`src/hdl/dsps_pkg.sv`:
```
package dsps_pkg;

  // ***************************************************************
  // Pad map
  // ***************************************************************
  localparam int PAD_COUNT = 6;
  localparam int PAD_SERIAL_UNIT_CLOCK_PIN = 0;  // Shared with port_g_bit_clock_shared
  localparam int PAD_ACK_CH_A = 1;               // dma_ack_out_ch_a / port_b_bit_ack_shared
  localparam int PAD_ACK_CH_C = 2;               // dma_ack_out_ch_c / port_c_bit_ack_shared
  localparam int PAD_END_STOP_CH_C = 3;          // port_c_bit_end_stop_shared
  localparam int PAD_REQUEST_CH_A = 4;           // dma_request_in_ch_a / port_b_bit_request_shared
  localparam int PAD_REQUEST_CH_C = 5;           // dma_request_in_ch_c / port_c_bit_request_shared

  // ***************************************************************
  // Channel slots on the vector ports toward the DMA controller
  // ***************************************************************
  localparam int CH_A = 0;
  localparam int CH_C = 1;
  localparam int CH_COUNT = 2;

  // ***************************************************************
  // Mode pins and settling
  // ***************************************************************
  localparam int MODE_W = 3;
  localparam int SETTLE_W = 2;
  localparam logic [SETTLE_W-1:0] MODE_SETTLE = 2'h2;  // Edges for the two-stage synchroniser to fill
  localparam logic [MODE_W-1:0] MODE_RESET = 3'h0;

endpackage

```
`src/hdl/dsps_pad_if.sv`:
```
`timescale 1ns/1ps
interface dsps_pad_if;
  logic sel;        // Peripheral function owns the pin
  logic fn_out;     // Peripheral output level
  logic fn_oe;      // Peripheral drives the pin
  logic port_data;  // Port output latch
  logic port_dir;   // Port direction, high drives
  logic pin_o;      // Registered pin level
  logic pin_oe;     // Registered pin enable

  modport pad (
    input  sel,
    input  fn_out,
    input  fn_oe,
    input  port_data,
    input  port_dir,
    output pin_o,
    output pin_oe
  );

  modport ctl (
    output sel,
    output fn_out,
    output fn_oe,
    output port_data,
    output port_dir,
    input  pin_o,
    input  pin_oe
  );
endinterface

```
`src/hdl/dsps_pad.sv`:
```
`timescale 1ns/1ps
module dsps_pad (
  // Clock and reset
  input wire logic CLK,
  input wire logic RST,
  // Pad control
  dsps_pad_if.pad  bus
);

  // Output stage; a selected peripheral overrides the port latch and direction
  always_ff @(posedge CLK or posedge RST) begin
    if (RST) begin
      bus.pin_o  <= 1'h0;
      bus.pin_oe <= 1'h0;
    end else if (bus.sel) begin
      bus.pin_o  <= bus.fn_out;
      bus.pin_oe <= bus.fn_oe;
    end else begin
      bus.pin_o  <= bus.port_data;
      bus.pin_oe <= bus.port_dir;
    end
  end

endmodule // dsps_pad

```
`src/hdl/dsps_top.sv`:
```
//
// Contract
// - Serial clock on pin in external or output mode
// - Port owns clock pin only when both off
// - Ack output drives pin when enabled, else port
// - End output drives pin when enabled
// - Stop input taken from pin when enabled
// - End/stop pin to port only when both off
// - Request pin feeds DMA; port direction still drives pin
// - Mode pins sampled to fix operating mode
`timescale 1ns/1ps
module dsps_top (
  // Clock and reset
  input  wire logic                              CLK,
  input  wire logic                              RST,
  // Shared pins, split into level, output and enable
  input  wire logic [dsps_pkg::PAD_COUNT-1:0]    PIN_IN,
  output logic      [dsps_pkg::PAD_COUNT-1:0]    PIN_OUT,
  output logic      [dsps_pkg::PAD_COUNT-1:0]    PIN_OE,
  // Port latches and pin readback
  input  wire logic [dsps_pkg::PAD_COUNT-1:0]    PORT_DATA,
  input  wire logic [dsps_pkg::PAD_COUNT-1:0]    PORT_DIR,
  output logic      [dsps_pkg::PAD_COUNT-1:0]    PORT_IN,
  // Serial unit
  input  wire logic                              SER_EXT_CLK_MODE,
  input  wire logic                              SER_CLK_OUT_EN,
  input  wire logic                              SER_CLK_OUT,
  output logic                                   SER_CLK_IN,
  // DMA acknowledge, channels A and C
  input  wire logic [dsps_pkg::CH_COUNT-1:0]     DMA_ACK_EN,
  input  wire logic [dsps_pkg::CH_COUNT-1:0]     DMA_ACK,
  // DMA end and stop, channel C
  input  wire logic                              DMA_END_EN,
  input  wire logic                              DMA_END,
  input  wire logic                              DMA_STOP_EN,
  output logic                                   DMA_STOP_IN,
  // DMA requests, channels A and C
  input  wire logic [dsps_pkg::CH_COUNT-1:0]     DMA_REQ_SEL,
  output logic      [dsps_pkg::CH_COUNT-1:0]     DMA_REQ_IN,
  // Operating mode
  input  wire logic [dsps_pkg::MODE_W-1:0]       MODE_PINS,
  output logic      [dsps_pkg::MODE_W-1:0]       MODE,
  output logic                                   MODE_VALID
);

  localparam int SCK = dsps_pkg::PAD_SERIAL_UNIT_CLOCK_PIN;
  localparam int AKA = dsps_pkg::PAD_ACK_CH_A;
  localparam int AKC = dsps_pkg::PAD_ACK_CH_C;
  localparam int EST = dsps_pkg::PAD_END_STOP_CH_C;
  localparam int RQA = dsps_pkg::PAD_REQUEST_CH_A;
  localparam int RQC = dsps_pkg::PAD_REQUEST_CH_C;

  logic [dsps_pkg::PAD_COUNT-1:0] pin_s1;
  logic [dsps_pkg::PAD_COUNT-1:0] pin_s2;
  logic [dsps_pkg::MODE_W-1:0]    mode_s1;
  logic [dsps_pkg::MODE_W-1:0]    mode_s2;
  logic [dsps_pkg::SETTLE_W-1:0]  settle;
  logic [dsps_pkg::PAD_COUNT-1:0] sel;
  logic [dsps_pkg::PAD_COUNT-1:0] fn_out;
  logic [dsps_pkg::PAD_COUNT-1:0] fn_oe;

  // ***************************************************************
  // Input synchronisers
  // ***************************************************************

  // Pins are asynchronous to CLK; only the second stage is read
  always_ff @(posedge CLK or posedge RST) begin
    if (RST) begin
      pin_s1 <= '0;
      pin_s2 <= '0;
    end else begin
      pin_s1 <= PIN_IN;
      pin_s2 <= pin_s1;
    end
  end

  assign PORT_IN = pin_s2;  // Port readback sees the pad level in every mode

  // ***************************************************************
  // Function selection per pad
  // ***************************************************************

  // Request pads are never claimed, so only the port direction can drive them
  always_comb begin
    sel    = '0;
    fn_out = '0;
    fn_oe  = '0;
    sel[SCK]    = SER_EXT_CLK_MODE | SER_CLK_OUT_EN;
    fn_out[SCK] = SER_CLK_OUT;
    fn_oe[SCK]  = SER_CLK_OUT_EN;
    sel[AKA]    = DMA_ACK_EN[dsps_pkg::CH_A];
    fn_out[AKA] = DMA_ACK[dsps_pkg::CH_A];
    fn_oe[AKA]  = 1'h1;
    sel[AKC]    = DMA_ACK_EN[dsps_pkg::CH_C];
    fn_out[AKC] = DMA_ACK[dsps_pkg::CH_C];
    fn_oe[AKC]  = 1'h1;
    sel[EST]    = DMA_END_EN | DMA_STOP_EN;
    fn_out[EST] = DMA_END;
    fn_oe[EST]  = DMA_END_EN;
    sel[RQA]    = 1'h0;
    sel[RQC]    = 1'h0;
  end

  // ***************************************************************
  // Pad cells
  // ***************************************************************

  dsps_pad_if pif [dsps_pkg::PAD_COUNT] ();

  genvar gi;
  generate
    for (gi = 0; gi < dsps_pkg::PAD_COUNT; gi++) begin : g_pad
      assign pif[gi].sel       = sel[gi];
      assign pif[gi].fn_out    = fn_out[gi];
      assign pif[gi].fn_oe     = fn_oe[gi];
      assign pif[gi].port_data = PORT_DATA[gi];
      assign pif[gi].port_dir  = PORT_DIR[gi];
      assign PIN_OUT[gi]       = pif[gi].pin_o;
      assign PIN_OE[gi]        = pif[gi].pin_oe;
      dsps_pad u_pad (
        .CLK (CLK),
        .RST (RST),
        .bus (pif[gi].pad)
      );
    end
  endgenerate

  // ***************************************************************
  // Inputs toward the peripherals
  // ***************************************************************

  // Serial clock in from the pad only in external shift clock mode
  always_ff @(posedge CLK or posedge RST) begin
    if (RST) begin
      SER_CLK_IN <= 1'h0;
    end else begin
      SER_CLK_IN <= SER_EXT_CLK_MODE & pin_s2[SCK];
    end
  end

  // Stop input is forced low while disabled so a floating pad cannot halt a channel
  always_ff @(posedge CLK or posedge RST) begin
    if (RST) begin
      DMA_STOP_IN <= 1'h0;
    end else begin
      DMA_STOP_IN <= DMA_STOP_EN & pin_s2[EST];
    end
  end

  // Requests pass to the start logic only when selected as a start source
  always_ff @(posedge CLK or posedge RST) begin
    if (RST) begin
      DMA_REQ_IN <= '0;
    end else begin
      DMA_REQ_IN <= DMA_REQ_SEL & {pin_s2[RQC], pin_s2[RQA]};
    end
  end

  // ***************************************************************
  // Operating mode capture
  // ***************************************************************

  // Mode pins synchronised like any pin
  always_ff @(posedge CLK or posedge RST) begin
    if (RST) begin
      mode_s1 <= dsps_pkg::MODE_RESET;
      mode_s2 <= dsps_pkg::MODE_RESET;
    end else begin
      mode_s1 <= MODE_PINS;
      mode_s2 <= mode_s1;
    end
  end

  // Latched once after release; later pin motion is ignored since the pins are straps
  always_ff @(posedge CLK or posedge RST) begin
    if (RST) begin
      settle     <= '0;
      MODE       <= dsps_pkg::MODE_RESET;
      MODE_VALID <= 1'h0;
    end else if (!MODE_VALID) begin
      if (settle == dsps_pkg::MODE_SETTLE) begin
        MODE       <= mode_s2;
        MODE_VALID <= 1'h1;
      end else begin
        settle <= settle + 2'h1;
      end
    end
  end
endmodule // dsps_top

```
`config.mk`:
```
export PLATFORM = sky130hd
export DESIGN_NAME = dsps_top
export DESIGN_NICKNAME = d
export VERILOG_FILES = /design/src/hdl/dsps_pkg.sv /design/src/hdl/dsps_pad_if.sv /design/src/hdl/dsps_pad.sv /design/src/hdl/dsps_top.sv
export SDC_FILE = /design/constraint.sdc
export NUM_CORES = 1
export LEC_CHECK = 0
export BUFFER_PORTS_ARGS = -buffer_cell sky130_fd_sc_hd__buf_2
export CORE_ASPECT_RATIO = 0.75
export CORE_MARGIN = 4
export CORE_UTILIZATION = 46
export CTS_CLUSTER_DIAMETER = 30
export DETAILED_ROUTE_END_ITERATION = 10
export GPL_TIMING_DRIVEN = 0
export PLACE_DENSITY = 0.75
export RECOVER_POWER = 25
export SETUP_SLACK_MARGIN = 0.2
export SLEW_MARGIN = 20
export SYNTH_ARGS = -nofsm -noshare
export SYNTH_HDL_FRONTEND = slang
export SYNTH_HIERARCHICAL = 1
export SYNTH_SLANG_ARGS = --single-unit
export TNS_END_PERCENT = 50
```
`constraint.sdc`:
```
create_clock -name CLK -period 1.7 [get_ports CLK]
set_input_delay 0.17 -clock CLK [delete_from_list [all_inputs] [get_ports CLK]]
set_output_delay 0.17 -clock CLK [all_outputs]
set_load 0.03 [all_outputs]
```
-- Yosys cells after proc, flatten, opt, wreduce, memory -nomap -nowiden
Index checks and enable logic that the tools add are counted.
- input bits: 35
- output and inout port bits: 26
- register bits: 40
- reductions and logical operators: 2
- bitwise operators: 7
- add/subtract/negate cells: 1
- multiplexer cells: 10
- equal/unequal tests: 1
- operators by type and width (kind ; number):
    $mux W1 ; 10
    $reduce_and A2 Y1 ; 2
    $add A2 B1 Y2 const B ; 1
    $and A1 B1 Y1 ; 2
    $and A2 B2 Y2 ; 1
    $eq A2 B2 Y1 const B ; 1
    $not A1 Y1 ; 2
    $or A1 B1 Y1 ; 2

-- Depth between registers and ports, before layout
Gate-level depths: netlist of run 1.
- word-level depth: 3
- gate-level depth with buffers: 4

-- Modules after synthesis
Netlist of run 1, hierarchy kept.
- modules (own cells, without submodules) (module ; cells each ; area each (um^2) ; times used):
    dsps_top ; 59 ; 942.2 ; 1
    dsps_pad ; 5 ; 76.3 ; 6

-- Least setup slack after synthesis of run 1
OpenSTA, ideal clock, no wires.
- path kind: register -> register
- start: register settle[0] in the netlist's numbering
- end: register MODE[0] in the netlist's numbering
- cell stages (with the launch flop): 5
- period minus slack after synthesis: 1.194 ns
- required time: 1.575 ns
- data arrival time: 1.069 ns
- path slack: 0.506 ns
- path through: dfrtp_1 -> inv_1 -> ha_1 -> nor2b_4 -> mux2_4
- word-level cells in the longest chain between the ends: 2
- RTL lines (element ; RTL line ; source):
    start, declared ; dsps_top.sv:57 ; logic [dsps_pkg::SETTLE_W-1:0] settle;
    start signal, assigned ; dsps_top.sv:185 ; settle <= settle + 2'h1;
    $eq A2 B2 Y1 ; dsps_top.sv:181 ; if (settle == dsps_pkg::MODE_SETTLE) begin
    $reduce_and A2 Y1 (no line) ; - ;
    end signal, assigned ; dsps_top.sv:178 ; MODE <= dsps_pkg::MODE_RESET;
    end signal, assigned ; dsps_top.sv:182 ; MODE <= mode_s2;
    end, declared ; dsps_top.sv:42 ; output logic [dsps_pkg::MODE_W-1:0] MODE,
No other way between the ends.
A chain may end at the register's enable or synchronous reset.

-- Worst setup path after layout of run 1
- start: register settle[0] in the netlist's numbering
- end: register MODE[2] in the netlist's numbering
The elaborated chain is that of the path after synthesis.

==> results of run 1 <==
## layer usage
metal / up-vias / GRT usage / wire length (um)
li1: 427 / - / -
met1: 415 / 0.154 / 901
met2: 35 / 0.237 / 1330
met3: 8 / 0.0397 / 193
met4: 0 / 0.0724 / 56
met5: - / 0 / 0
## how the worst max path moves through the flow
stage | from | endpoint | slack [ns] | cells past startpoint
2_1_floorplan | settle[0] | MODE[0] | 0.51 | 4
3_3_place_gp | settle[0] | MODE[0] | 0.47 | 4
3_5_place_dp | settle[0] | MODE[2] | 0.43 | 4
4_1_cts | RST | pin_s1[3] | 0.27 | 3
5_1_grt | settle[0] | MODE[2] | 0.36 | 4
6_report | settle[0] | MODE[2] | 0.42 | 4
## area by class of cell
cell class	count	area share
inverters	8	0.0153
plain buffers	12	0.0458
repair buffers	70	0.202
flip-flops and latches	40	0.509
multi-input cells	37	0.157
clock inverters	2	0.00509
clock buffers	6	0.0420
well taps	38	0.0242
## where the power goes
group	switching (mW)	internal, mW
registers	0.0163	1.00
clock network	0.296	0.323
logic	0.143	0.122
## sequential cells by signal, indices dropped and copies added, names as in the netlist
register,flops
MODE,3
DMA_REQ_IN,2
MODE_VALID,1
pin_s1,6
mode_s2,3
g_pad.u_pad/bus.pin_o,6
mode_s1,3
settle,2
DMA_STOP_IN,1
g_pad.u_pad/bus.pin_oe,6
PORT_IN,6
SER_CLK_IN,1
## metrics by stage
stage	setup slack [ns]	utilization
6_report	0.421	0.670
2_1_floorplan	0.506	-
5_1_grt	0.359	0.670
4_1_cts	0.274	0.671
3_5_place_dp	0.426	0.606
3_3_place_gp	0.465	0.606
## cells in the final DEF (no fill, tap or decap), types with 2 or more instances in the layout
cell type and count:
conb_1 10, dlygate4sd3_1 10, buf_2 57, and2_1 4
mux2_4 3, inv_1 7, buf_4 12, or2_2 2
clkbuf_8 6, clkinv_2 2, clkbuf_1 3, mux2_2 12
dfrtp_1 40
## logic make-up after synthesis
| kind of cell | share of synthesized area |
|---|---|
| flops | 0.715 |
| buf+inv | 0.0858 |
| compound gates | 0.00714 |
| simple gates | 0.0429 |
| mux | 0.129 |
| xor+xnor | 0.00626 |
| other cells | 0.00536 |
| fa+ha+maj | 0.00894 |
==> summary.txt, run 1 <==
Status
  • Status: finished clean

Synthesis
  • Ranking of synthesized cells by area: dfrtp_1 (71%), mux2_2 (9.7%), buf_4 (6.4%), mux2_4 (3.2%), inv_1 (2.1%)
  • Async SR Flop Fraction: 1.00
  • Yosys warns: 6
  • Yosys reg bits: 40
  • Post-synth EDFFs: 0
  • Top FF cell, synth: dfrtp_1
  • Syn Area/Cell: 15.7 um2
  • Post-synthesis cell area: 1400 um2
  • Top-count cell post-synth: dfrtp_1
  • Area share of the largest cell type after synthesis: 0.715
  • Cell taking the most area after synthesis: dfrtp_1
  • Sequential share of the synthesized area: 0.715
  • Synthesized instance count: 89
  • Synth cell count leaders: dfrtp_1 (40), buf_4 (12), mux2_2 (12)
  • Yosys cell types: 14

Power
  • Total power: 1.90 mW
  • Pwr dens: 967 nW/um2
  • Leakage: 1.02 nW
  • Worst VDD drop: 644 uV

GRT
  • Residual overflow from global routing: 0
  • Initial antenna violation count: 0
  • Largest net degree at the start of global routing: 29
  • Vias in the first global route: 933
  • First-pass GRT wire length: 4160 um
  • All-Layer GR Usage: 0.138

Setup path
  • Worst Setup End Kind: flop
  • Critical Path Max Stage Delay: 0.39 ns
  • Largest fanout on the critical path: 3
  • CP arrival: 1.45 ns
  • Worst setup SP type: flop
  • FF-to-FF Start: settle[0]
  • CP top delay family: flip-flops
  • Critical path, cell by cell: inv_1 > ha_1 > nor2b_4 > mux2_4
  • Crit path kind: reg2reg
  • CP max-delay cell: dfrtp_1
  • Reg2Reg Depth: 4
  • Slack of the worst reg-to-reg path: 0.42 ns
  • WP data required: 1.87 ns
  • Reg2reg end: MODE[2]
  • Worst Path Buf+Inv: 1

Flow run
  • # Max-Cap Violations: 0

Floorplanning
  • Initial Util: 0.477
  • Die Y: 55.8 um
  • Cell row count: 17
  • Die footprint: 4000 um2
  • I/O pins: 61
  • Core area: 2940 um2
  • Die W: 71.7 um

Clocking
  • CTS clk-pin slew, worst paths: 0.07 ns
  • Post-CTS setup buffer count: 0
  • Clock root cell: clkbuf_8
  • Total CTS buffers: 5
  • Clk buf depth: 2
  • CTS Hold Buffers Added: 10
  • CTS sink count: 40
  • Worst-Skew Late Latency: 0.28 ns
  • CTS-repair resized insts: 0
  • Total number of H-tree levels: 2
  • CTS tree: done

Cells and area
  • Post-route cell area: 1970 um2
  • P&R area growth vs syn: 40.5%
  • Share of cells above drive strength 1: 0.554
  • Register area: 1000 um2
  • Final Net Count: 210
  • Layout Cells excl Fill: 213
  • Multi-input gate area: 309 um2
  • Final-layout fill cell count: 230
  • Antenna Cells: 0

Timing
  • Post-route minimum period: 1.28 ns
  • RSZ-0062 raised after global routing: false
  • Headroom to the max-slew limit: 0.630
  • Final Max Tran Viols: 0
  • Final Cycle Share: 0.753
  • Worst hold slack: 0.105 ns
  • Final Hold Vio Count: 0
  • Fmax: 782 MHz
  • Worst slew pin tran: 0.554 ns
  • # setup viols final: 0
  • Total Negative Setup Slacks: 0 ns
  • Worst Clk Skew: 0.00186 ns

Worst hold path
  • Worst Hold Class: in2reg
  • Hold depth: 2
  • Hold_sp: DMA_REQ_SEL[0]
  • WHS Endpoint: DMA_REQ_IN[0]

Placed design
  • I/O Buffers: 60
  • Placed inst area: 1780 um2
  • Final HPWL DP: 1950 um
  • Dpl cells: 195
  • GP Congestion: 0.767

Drt
  • DRT Pass-1 Iters: 2
  • # DRC: 0
  • Detailed-route via count: 885
  • Vias per Instance: 4.15
  • DRT iter0 DRCs: 6
  • Drt total wl: 2480 um
  • Final ANT Viol Nets: 0
  • Routed wire per std cell: 11.6 um
No activity file was read; power rests on OpenSTA's default activity.
==> run 2, diff against run 1 <==
--- a/config.mk
+++ b/config.mk
@@ -5,6 +5,7 @@
 export SDC_FILE = /design/constraint.sdc
 export NUM_CORES = 1
 export LEC_CHECK = 0
+export ABC_AREA = 1
 export BUFFER_PORTS_ARGS = -buffer_cell sky130_fd_sc_hd__buf_2
 export CORE_ASPECT_RATIO = 0.75
 export CORE_MARGIN = 4
==> constraint.sdc (replaced) <==
create_clock -name CLK -period 1.3 [get_ports CLK]
set_input_delay 0.13 -clock CLK [delete_from_list [all_inputs] [get_ports CLK]]
set_output_delay 0.13 -clock CLK [all_outputs]
set_load 0.03 [all_outputs]
==> run 2 against run 1 <==
Compared with the run above:
- the flow now finishes with violations (hold timing)
- critical path type is now reg2out
- core utilization grew 0.70 points
- sequential share of layout area shrank 0.89 points
- largest cell class unchanged
- register-to-register slack lost 0.14 ns
- critical path depth shrank 2
- wire length shrank 0.52%
- clock skew grew 0.0023 ns
- final area grew 1.8%
- flip-flop and latch count is the same
- non-clock buffer count is the same
- sequential power grew 30%
==> summary.txt, run 2 <==
Status
  • Status: finished with violations
  • Violated checks: hold timing

Flow run
  • # Max-Cap Violations: 0 (unchanged)

Timing
  • Total Negative Setup Slacks: 0 ns (unchanged)
  • Worst Clk Skew: 0.00420 ns (+0.00235 ns)
  • Final Hold Vio Count: 28 (+28)
  • Worst slew pin tran: 0.912 ns (+0.359 ns)
  • # setup viols final: 0 (unchanged)
  • Final Cycle Share: 0.816
  • Worst hold slack: -0.0508 ns (-0.156 ns)
  • Fmax: 943 MHz
  • Post-route minimum period: 1.06 ns
  • Final Max Tran Viols: 0 (unchanged)
  • RSZ-0062 raised after global routing: true
  • Headroom to the max-slew limit: 0.388 (-0.242)

Drt
  • DRT Pass-1 Iters: 4 (+2)
  • # DRC: 0 (unchanged)
  • Vias per Instance: 3.93 (-5.5%)
  • Final ANT Viol Nets: 0 (unchanged)
  • Drt total wl: 2470 um (-0.52%)
  • DRT iter0 DRCs: 38 (+32)
  • Detailed-route via count: 1,025 (+16%)
  • Routed wire per std cell: 9.45 um (-19%)

Synthesis
  • Async SR Flop Fraction: 1.00 (unchanged)
  • Area share of the largest cell type after synthesis: 0.701 (-0.0138)
  • Synth Area in XOR/XNOR: 0 (-0.00626)
  • Cell taking the most area after synthesis: dfrtp_1
  • Main combinational cell family by area after synthesis: simple AND/OR/NAND/NOR gates
  • Synth cell count leaders: nand2_1 (50), dfrtp_1 (40), inv_1 (21)
  • Synthesized instance count: 135 (+52%)
  • Yosys reg bits: 40 (unchanged)
  • Synth Area in Adders: 0.00876 (-0.000172)
  • Compound-Gate Fraction of Synth Area: 0.00701 (-0.000138)
  • Syn Area/Cell: 10.6 um2 (-33%)
  • Top-count cell post-synth: nand2_1
  • Post-synth EDFFs: 0 (unchanged)
  • Yosys cell types: 11 (-3)
  • Top FF cell, synth: dfrtp_1
  • Post-synthesis cell area: 1430 um2 (+2.0%)
  • Mux cell area share after synthesis: 0 (-0.129)
  • Sequential share of the synthesized area: 0.701 (-0.0138)
  • Synth Area in Simple Gates: 0.160 (+0.117)
  • Ranking of synthesized cells by area: dfrtp_1 (70%), nand2_1 (13%), buf_4 (6.3%), inv_1 (5.5%), nand3_1 (1.1%)
  • Yosys warns: 6 (unchanged)

Setup path
  • CP arrival: 0.93 ns (-0.52 ns)
  • Largest fanout on the critical path: 1 (-2)
  • WP data required: 1.17 ns (-0.70 ns)
  • Worst Setup End Kind: output pin
  • Reg2Reg Depth: 4 (unchanged)
  • Crit path kind: reg2out
  • Worst setup SP type: flop

Floorplanning
  • Die W: 72.3 um (+0.86%)
  • Die Y: 56.2 um (+0.83%)
  • Core area: 2960 um2 (+0.72%)
  • I/O pins: 61 (unchanged)
  • Cell row count: 17 (unchanged)
  • Die footprint: 4070 um2 (+1.7%)
  • Initial Util: 0.483 (+0.00588)

Cells and area
  • Final Util: 0.677 (+0.00703)
  • Final-layout fill cell count: 239 (+3.9%)
  • P&R area growth vs syn: 40.2%
  • Commonest non-fill, non-tap cell in the layout: buf_2
  • Most frequent cells in the layout: buf_2 (57), nand2_1 (50), dfrtp_1 (40), inv_1 (20)
  • Post-route cell area: 2000 um2 (+1.8%)
  • Share of cells above drive strength 1: 0.359 (-0.196)
  • Antenna Cells: 0 (unchanged)
  • Final Net Count: 258 (+23%)

Placed design
  • Final HPWL DP: 1840 um (-5.4%)
  • Placed inst area: 1810 um2 (+2.0%)
  • GP Congestion: 0.770 (+0.37%)
  • I/O Buffers: 60 (unchanged)

Worst hold path
  • Worst Hold Class: in2async

Clocking
  • CTS tree: done
  • CTS clk-pin slew, worst paths: 0.07 ns (about the same)
  • Clock root cell: clkbuf_8
  • Worst-Skew Late Latency: 0.28 ns (about the same)
  • CTS sink count: 40 (unchanged)
  • Total CTS buffers: 5 (unchanged)
  • Total number of H-tree levels: 2 (unchanged)
  • Clk buf depth: 2 (unchanged)

GRT
  • Met3 GRT Util: 0.0614 (+0.0217)
  • First-pass GRT wire length: 4370 um (+5.1%)
  • Residual overflow from global routing: 0 (unchanged)
  • Grt met2 use: 0.232 (-0.00474)
  • Largest net degree at the start of global routing: 29 (unchanged)
  • Vias in the first global route: 1,004 (+7.6%)
  • Initial antenna violation count: 0 (unchanged)
  • Layer with the highest usage: met2
  • All-Layer GR Usage: 0.144 (+0.00619)
  • GRT met1 Usage: 0.169 (+0.0153)

Power
  • Worst VDD drop: 852 uV (+32%)
  • Total power: 2.48 mW (+30%)
  • Leakage: 1.14 nW (+12%)
  • Pwr dens: 1240 nW/um2 (+28%)
run 2: cell types whose count changed after synthesis, moves of 3 or more:
cell	change
nand3_1	+3
mux2_2	-12
and2_1	-4
inv_1	+13
nand2_1	+50
mux2_4	-3
run 2: logic make-up after synthesis:
group / count (synthesis)
compound gates: 2
fa+ha+maj: 1
buf+inv: 33
flops: 40
other cells: 2
simple gates: 57
run 2: final timing paths:
check	from	endpoint	slack, ns
setup / recovery	g_pad[2].u_pad/bus.pin_oe	PIN_OE[2]	0.24
hold / removal	RST	DMA_STOP_IN	-0.05
setup reg to reg	settle[0]	settle[1]	0.28
hold reg to reg	pin_s1[3]	PORT_IN[3]	0.35
max in group asynchronous	RST	g_pad[5].u_pad/bus.pin_o	0.78
min in group CLK	DMA_REQ_SEL[0]	DMA_REQ_IN[0]	0.04
run 2: repair_timing:
item / 4_1_cts / 5_1_grt
setup buffers: 0 / 0
endpoints found under the hold margin: 21 / 0
gates resized for setup: 0 / 1
endpoints found under the setup margin: 0 / 9
hold buffers: 10 / 0
run 2: report_power, final:
group          internal, mW  switching (mW)
clock network         0.432           0.364
registers              1.31          0.0198
logic                 0.143           0.204
run 2: layout make-up:
type	instances	area, um2	share of cell area
flip-flops and latches	40	1000	0.500
repair buffers	70	397	0.198
multi-input cells	72	298	0.149
clock buffers	8	90.1	0.0450
plain buffers	12	90.1	0.0450
inverters	21	78.8	0.0394
well taps	38	47.5	0.0238
run 2: critical path, cell delays in order, from the launching register on:
cell     delay [ns]
dfrtp_1        0.37
buf_4          0.12
buf_2          0.16
run 2: through the flow:
step | setup WS (ns) | cells
2_1_floorplan | 0.329 | 145
3_3_place_gp | 0.152 | 243
3_5_place_dp | 0.169 | 243
4_1_cts | 0.216 | 261
5_1_grt | 0.196 | 261
6_report | 0.239 | 261
run 2: per-layer routing:
metal	wire length [um]	share of wire
met1	974	0.39
met2	1210	0.49
met5	0	0
met3	260	0.11
met4	21	0.0085
==> run 3, diff against run 2 <==
==> constraint.sdc (replaced) <==
create_clock -name CLK -period 1.1 [get_ports CLK]
set_input_delay 0.11 -clock CLK [delete_from_list [all_inputs] [get_ports CLK]]
set_output_delay 0.11 -clock CLK [all_outputs]
set_load 0.03 [all_outputs]
==> run 3 against run 2 <==
Compared with the run above:
- the flow still finishes with violations (hold timing)
- via count grew 10%
- first-iteration DRC count up 16%
- combinational power rose by 42%
- final area grew 8.7%
- critical path depth unchanged
- global-route usage is 3.0 points higher
- clock skew grew 0.0024 ns
==> summary.txt, run 3 (synthesis gave the netlist of run 2 again) <==
Drt
  • DRT Pass-1 Iters: 4 (unchanged)
  • DRT iter0 DRCs: 44 (+16%)
  • Routed wire per std cell: 11.9 um (+26%)
  • Detailed-route via count: 1,127 (+10%)
  • Met1 wire length: 1060 um (+9.2%)
  • Max Used Layer: met4
  • Vias per Instance: 4.29 (+9.1%)
  • Met3 wire length: 215 um (-17%)
  • Final ANT Viol Nets: 0 (unchanged)
  • # DRC: 0 (unchanged)
  • Routed length on met2: 1760 um (+45%)
  • Drt total wl: 3140 um (+27%)

Timing
  • Worst Clk Skew: 0.00659 ns (+0.00239 ns)
  • RSZ-0062 raised after global routing: true
  • Final Max Tran Viols: 0 (unchanged)
  • Worst slew pin tran: 0.936 ns (+0.0237 ns)
  • Final Cycle Share: 0.915
  • # setup viols final: 0 (unchanged)
  • Final Hold Vio Count: 28 (unchanged)
  • Worst hold slack: -0.0348 ns (+0.0160 ns)
  • Fmax: 993 MHz
  • Post-route minimum period: 1.01 ns
  • Headroom to the max-slew limit: 0.372 (-0.0159)

Setup path
  • Critical path, cell by cell: buf_6 > buf_6
  • CP top delay family: flip-flops
  • Worst setup SP type: flop
  • CP arrival: 0.90 ns (-0.03 ns)
  • Reg2Reg Depth: 5 (+1)
  • Reg2reg end: MODE[0]
  • WP data required: 0.99 ns (-0.18 ns)
  • Largest fanout on the critical path: 1 (unchanged)
  • Crit path kind: reg2out
  • Most frequent CP cell: buf_6
  • CP max-delay cell: dfrtp_1
  • Slack of the worst reg-to-reg path: 0.14 ns (-0.14 ns)
  • FF-to-FF Start: settle[0]
  • Worst Path Buf+Inv: 2 (unchanged)
  • Worst Setup End Kind: output pin
  • Critical Path Max Stage Delay: 0.38 ns (about the same)

Cells and area
  • Final Net Count: 262 (+1.6%)
  • Commonest non-fill, non-tap cell in the layout: nand2_1
  • Final-layout fill cell count: 212 (-11%)
  • Most frequent cells in the layout: nand2_1 (49), buf_2 (42), dfrtp_1 (39), buf_6 (26), inv_1 (17)
  • Layout Cells excl Fill: 263 (+0.77%)
  • Post-route cell area: 2180 um2 (+8.7%)
  • Share of cells above drive strength 1: 0.391 (+0.0324)
  • Antenna Cells: 0 (unchanged)
  • P&R area growth vs syn: 52.4%

Floorplanning
  • I/O pins: 61 (unchanged)
  • Initial Util: 0.483 (unchanged)
  • Die Y: 56.2 um (unchanged)
  • Core area: 2960 um2 (unchanged)
  • Die footprint: 4070 um2 (unchanged)
  • Die W: 72.3 um (unchanged)
  • Cell row count: 17 (unchanged)

Placed design
  • Final HPWL DP: 2220 um (+20%)
  • GP Congestion: 0.844 (+9.7%)
  • Dpl cells: 243 (unchanged)
  • Placed inst area: 1830 um2 (+0.76%)
  • I/O Buffers: 60 (unchanged)

Power
  • Leakage: 1.19 nW (+4.4%)
  • Worst VDD drop: 991 uV (+16%)
  • Total power: 2.92 mW (+18%)
  • Pwr dens: 1340 nW/um2 (+8.6%)

Clocking
  • Clock root cell: clkbuf_8
  • CTS clk-pin slew, worst paths: 0.07 ns (about the same)
  • Total CTS buffers: 5 (unchanged)
  • Worst-Skew Late Latency: 0.28 ns (about the same)
  • CTS tree: done
  • CTS sink count: 40 (unchanged)
  • Clk buf depth: 2 (unchanged)
  • Total number of H-tree levels: 2 (unchanged)

GRT
  • Vias in the first global route: 1,240 (+24%)
  • Initial antenna violation count: 0 (unchanged)
  • Residual overflow from global routing: 0 (unchanged)
  • All-Layer GR Usage: 0.174 (+0.0299)
  • Largest net degree at the start of global routing: 29 (unchanged)
  • First-pass GRT wire length: 5330 um (+22%)

Status
  • Status: finished with violations
  • Violated checks: hold timing

Worst hold path
  • Worst Hold Class: in2async

Flow run
  • # Max-Cap Violations: 0 (unchanged)
==> run 3: worst max path at each step <==
stage	slack [ns]	depth (start not counted)	start	end
floorplan	0.20	5	settle[0]	MODE[0]
global placement	-0.09	2	RST	MODE_VALID
detailed placement	-0.13	2	RST	MODE_VALID
CTS	0.09	2	g_pad[2].u_pad/bus.pin_o	PIN_OUT[2]
global route	0.05	2	g_pad[2].u_pad/bus.pin_o	PIN_OUT[2]
finish	0.09	2	g_pad[2].u_pad/bus.pin_o	PIN_OUT[2]
==> run 3: final cells by class <==
cell class                 count  area, um2  share of cell area
sequential                    40       1000               0.461
timing repair buffer          74        513               0.236
multi-input combinational     72        324               0.149
buffer                        12        135              0.0621
inverter                      21       81.3              0.0374
clock buffer                   6       72.6              0.0334
tap                           38       47.5              0.0219
==> run 3: worst register-to-register path, cell delays in order, from the launching register on <==
cell	delay, ns
dfrtp_1	0.40
inv_2	0.09
ha_4	0.20
nand2_4	0.07
nand2_1	0.06
nand2_1	0.05
==> run 3: stage by stage <==
stage                      util  TNS, ns  setup slack (ns)
final                     0.736        0            0.0933
after global routing      0.736        0            0.0510
after CTS                 0.732        0            0.0855
after detailed placement  0.618    -1.47            -0.129
after global placement    0.618   -0.403           -0.0884
after floorplan               -        0             0.203
==> run 3: routing by layer <==
layer | global-route usage | vias up
met5 | 0 | -
met3 | 0.0560 | 12
met2 | 0.316 | 44
li1 | - | 547
met1 | 0.173 | 524
met4 | 0.0912 | 0
==> run 3: power breakdown <==
part / switching (mW) / internal (mW) / total, mW
logic: 0.259 / 0.234 / 0.493
registers: 0.0320 / 1.55 / 1.58
clock network: 0.423 / 0.422 / 0.845
total: 0.714 / 2.21 / 2.92
==> run 3: what timing repair did <==
action | in CTS | in global routing
hold endpoints to repair | 21 | 0
buffers inserted | 3 | 1
resized for setup | 46 | 4
hold buffers | 10 | 0
endpoints found under the setup margin | 33 | 32
pin swaps | 5 | 1
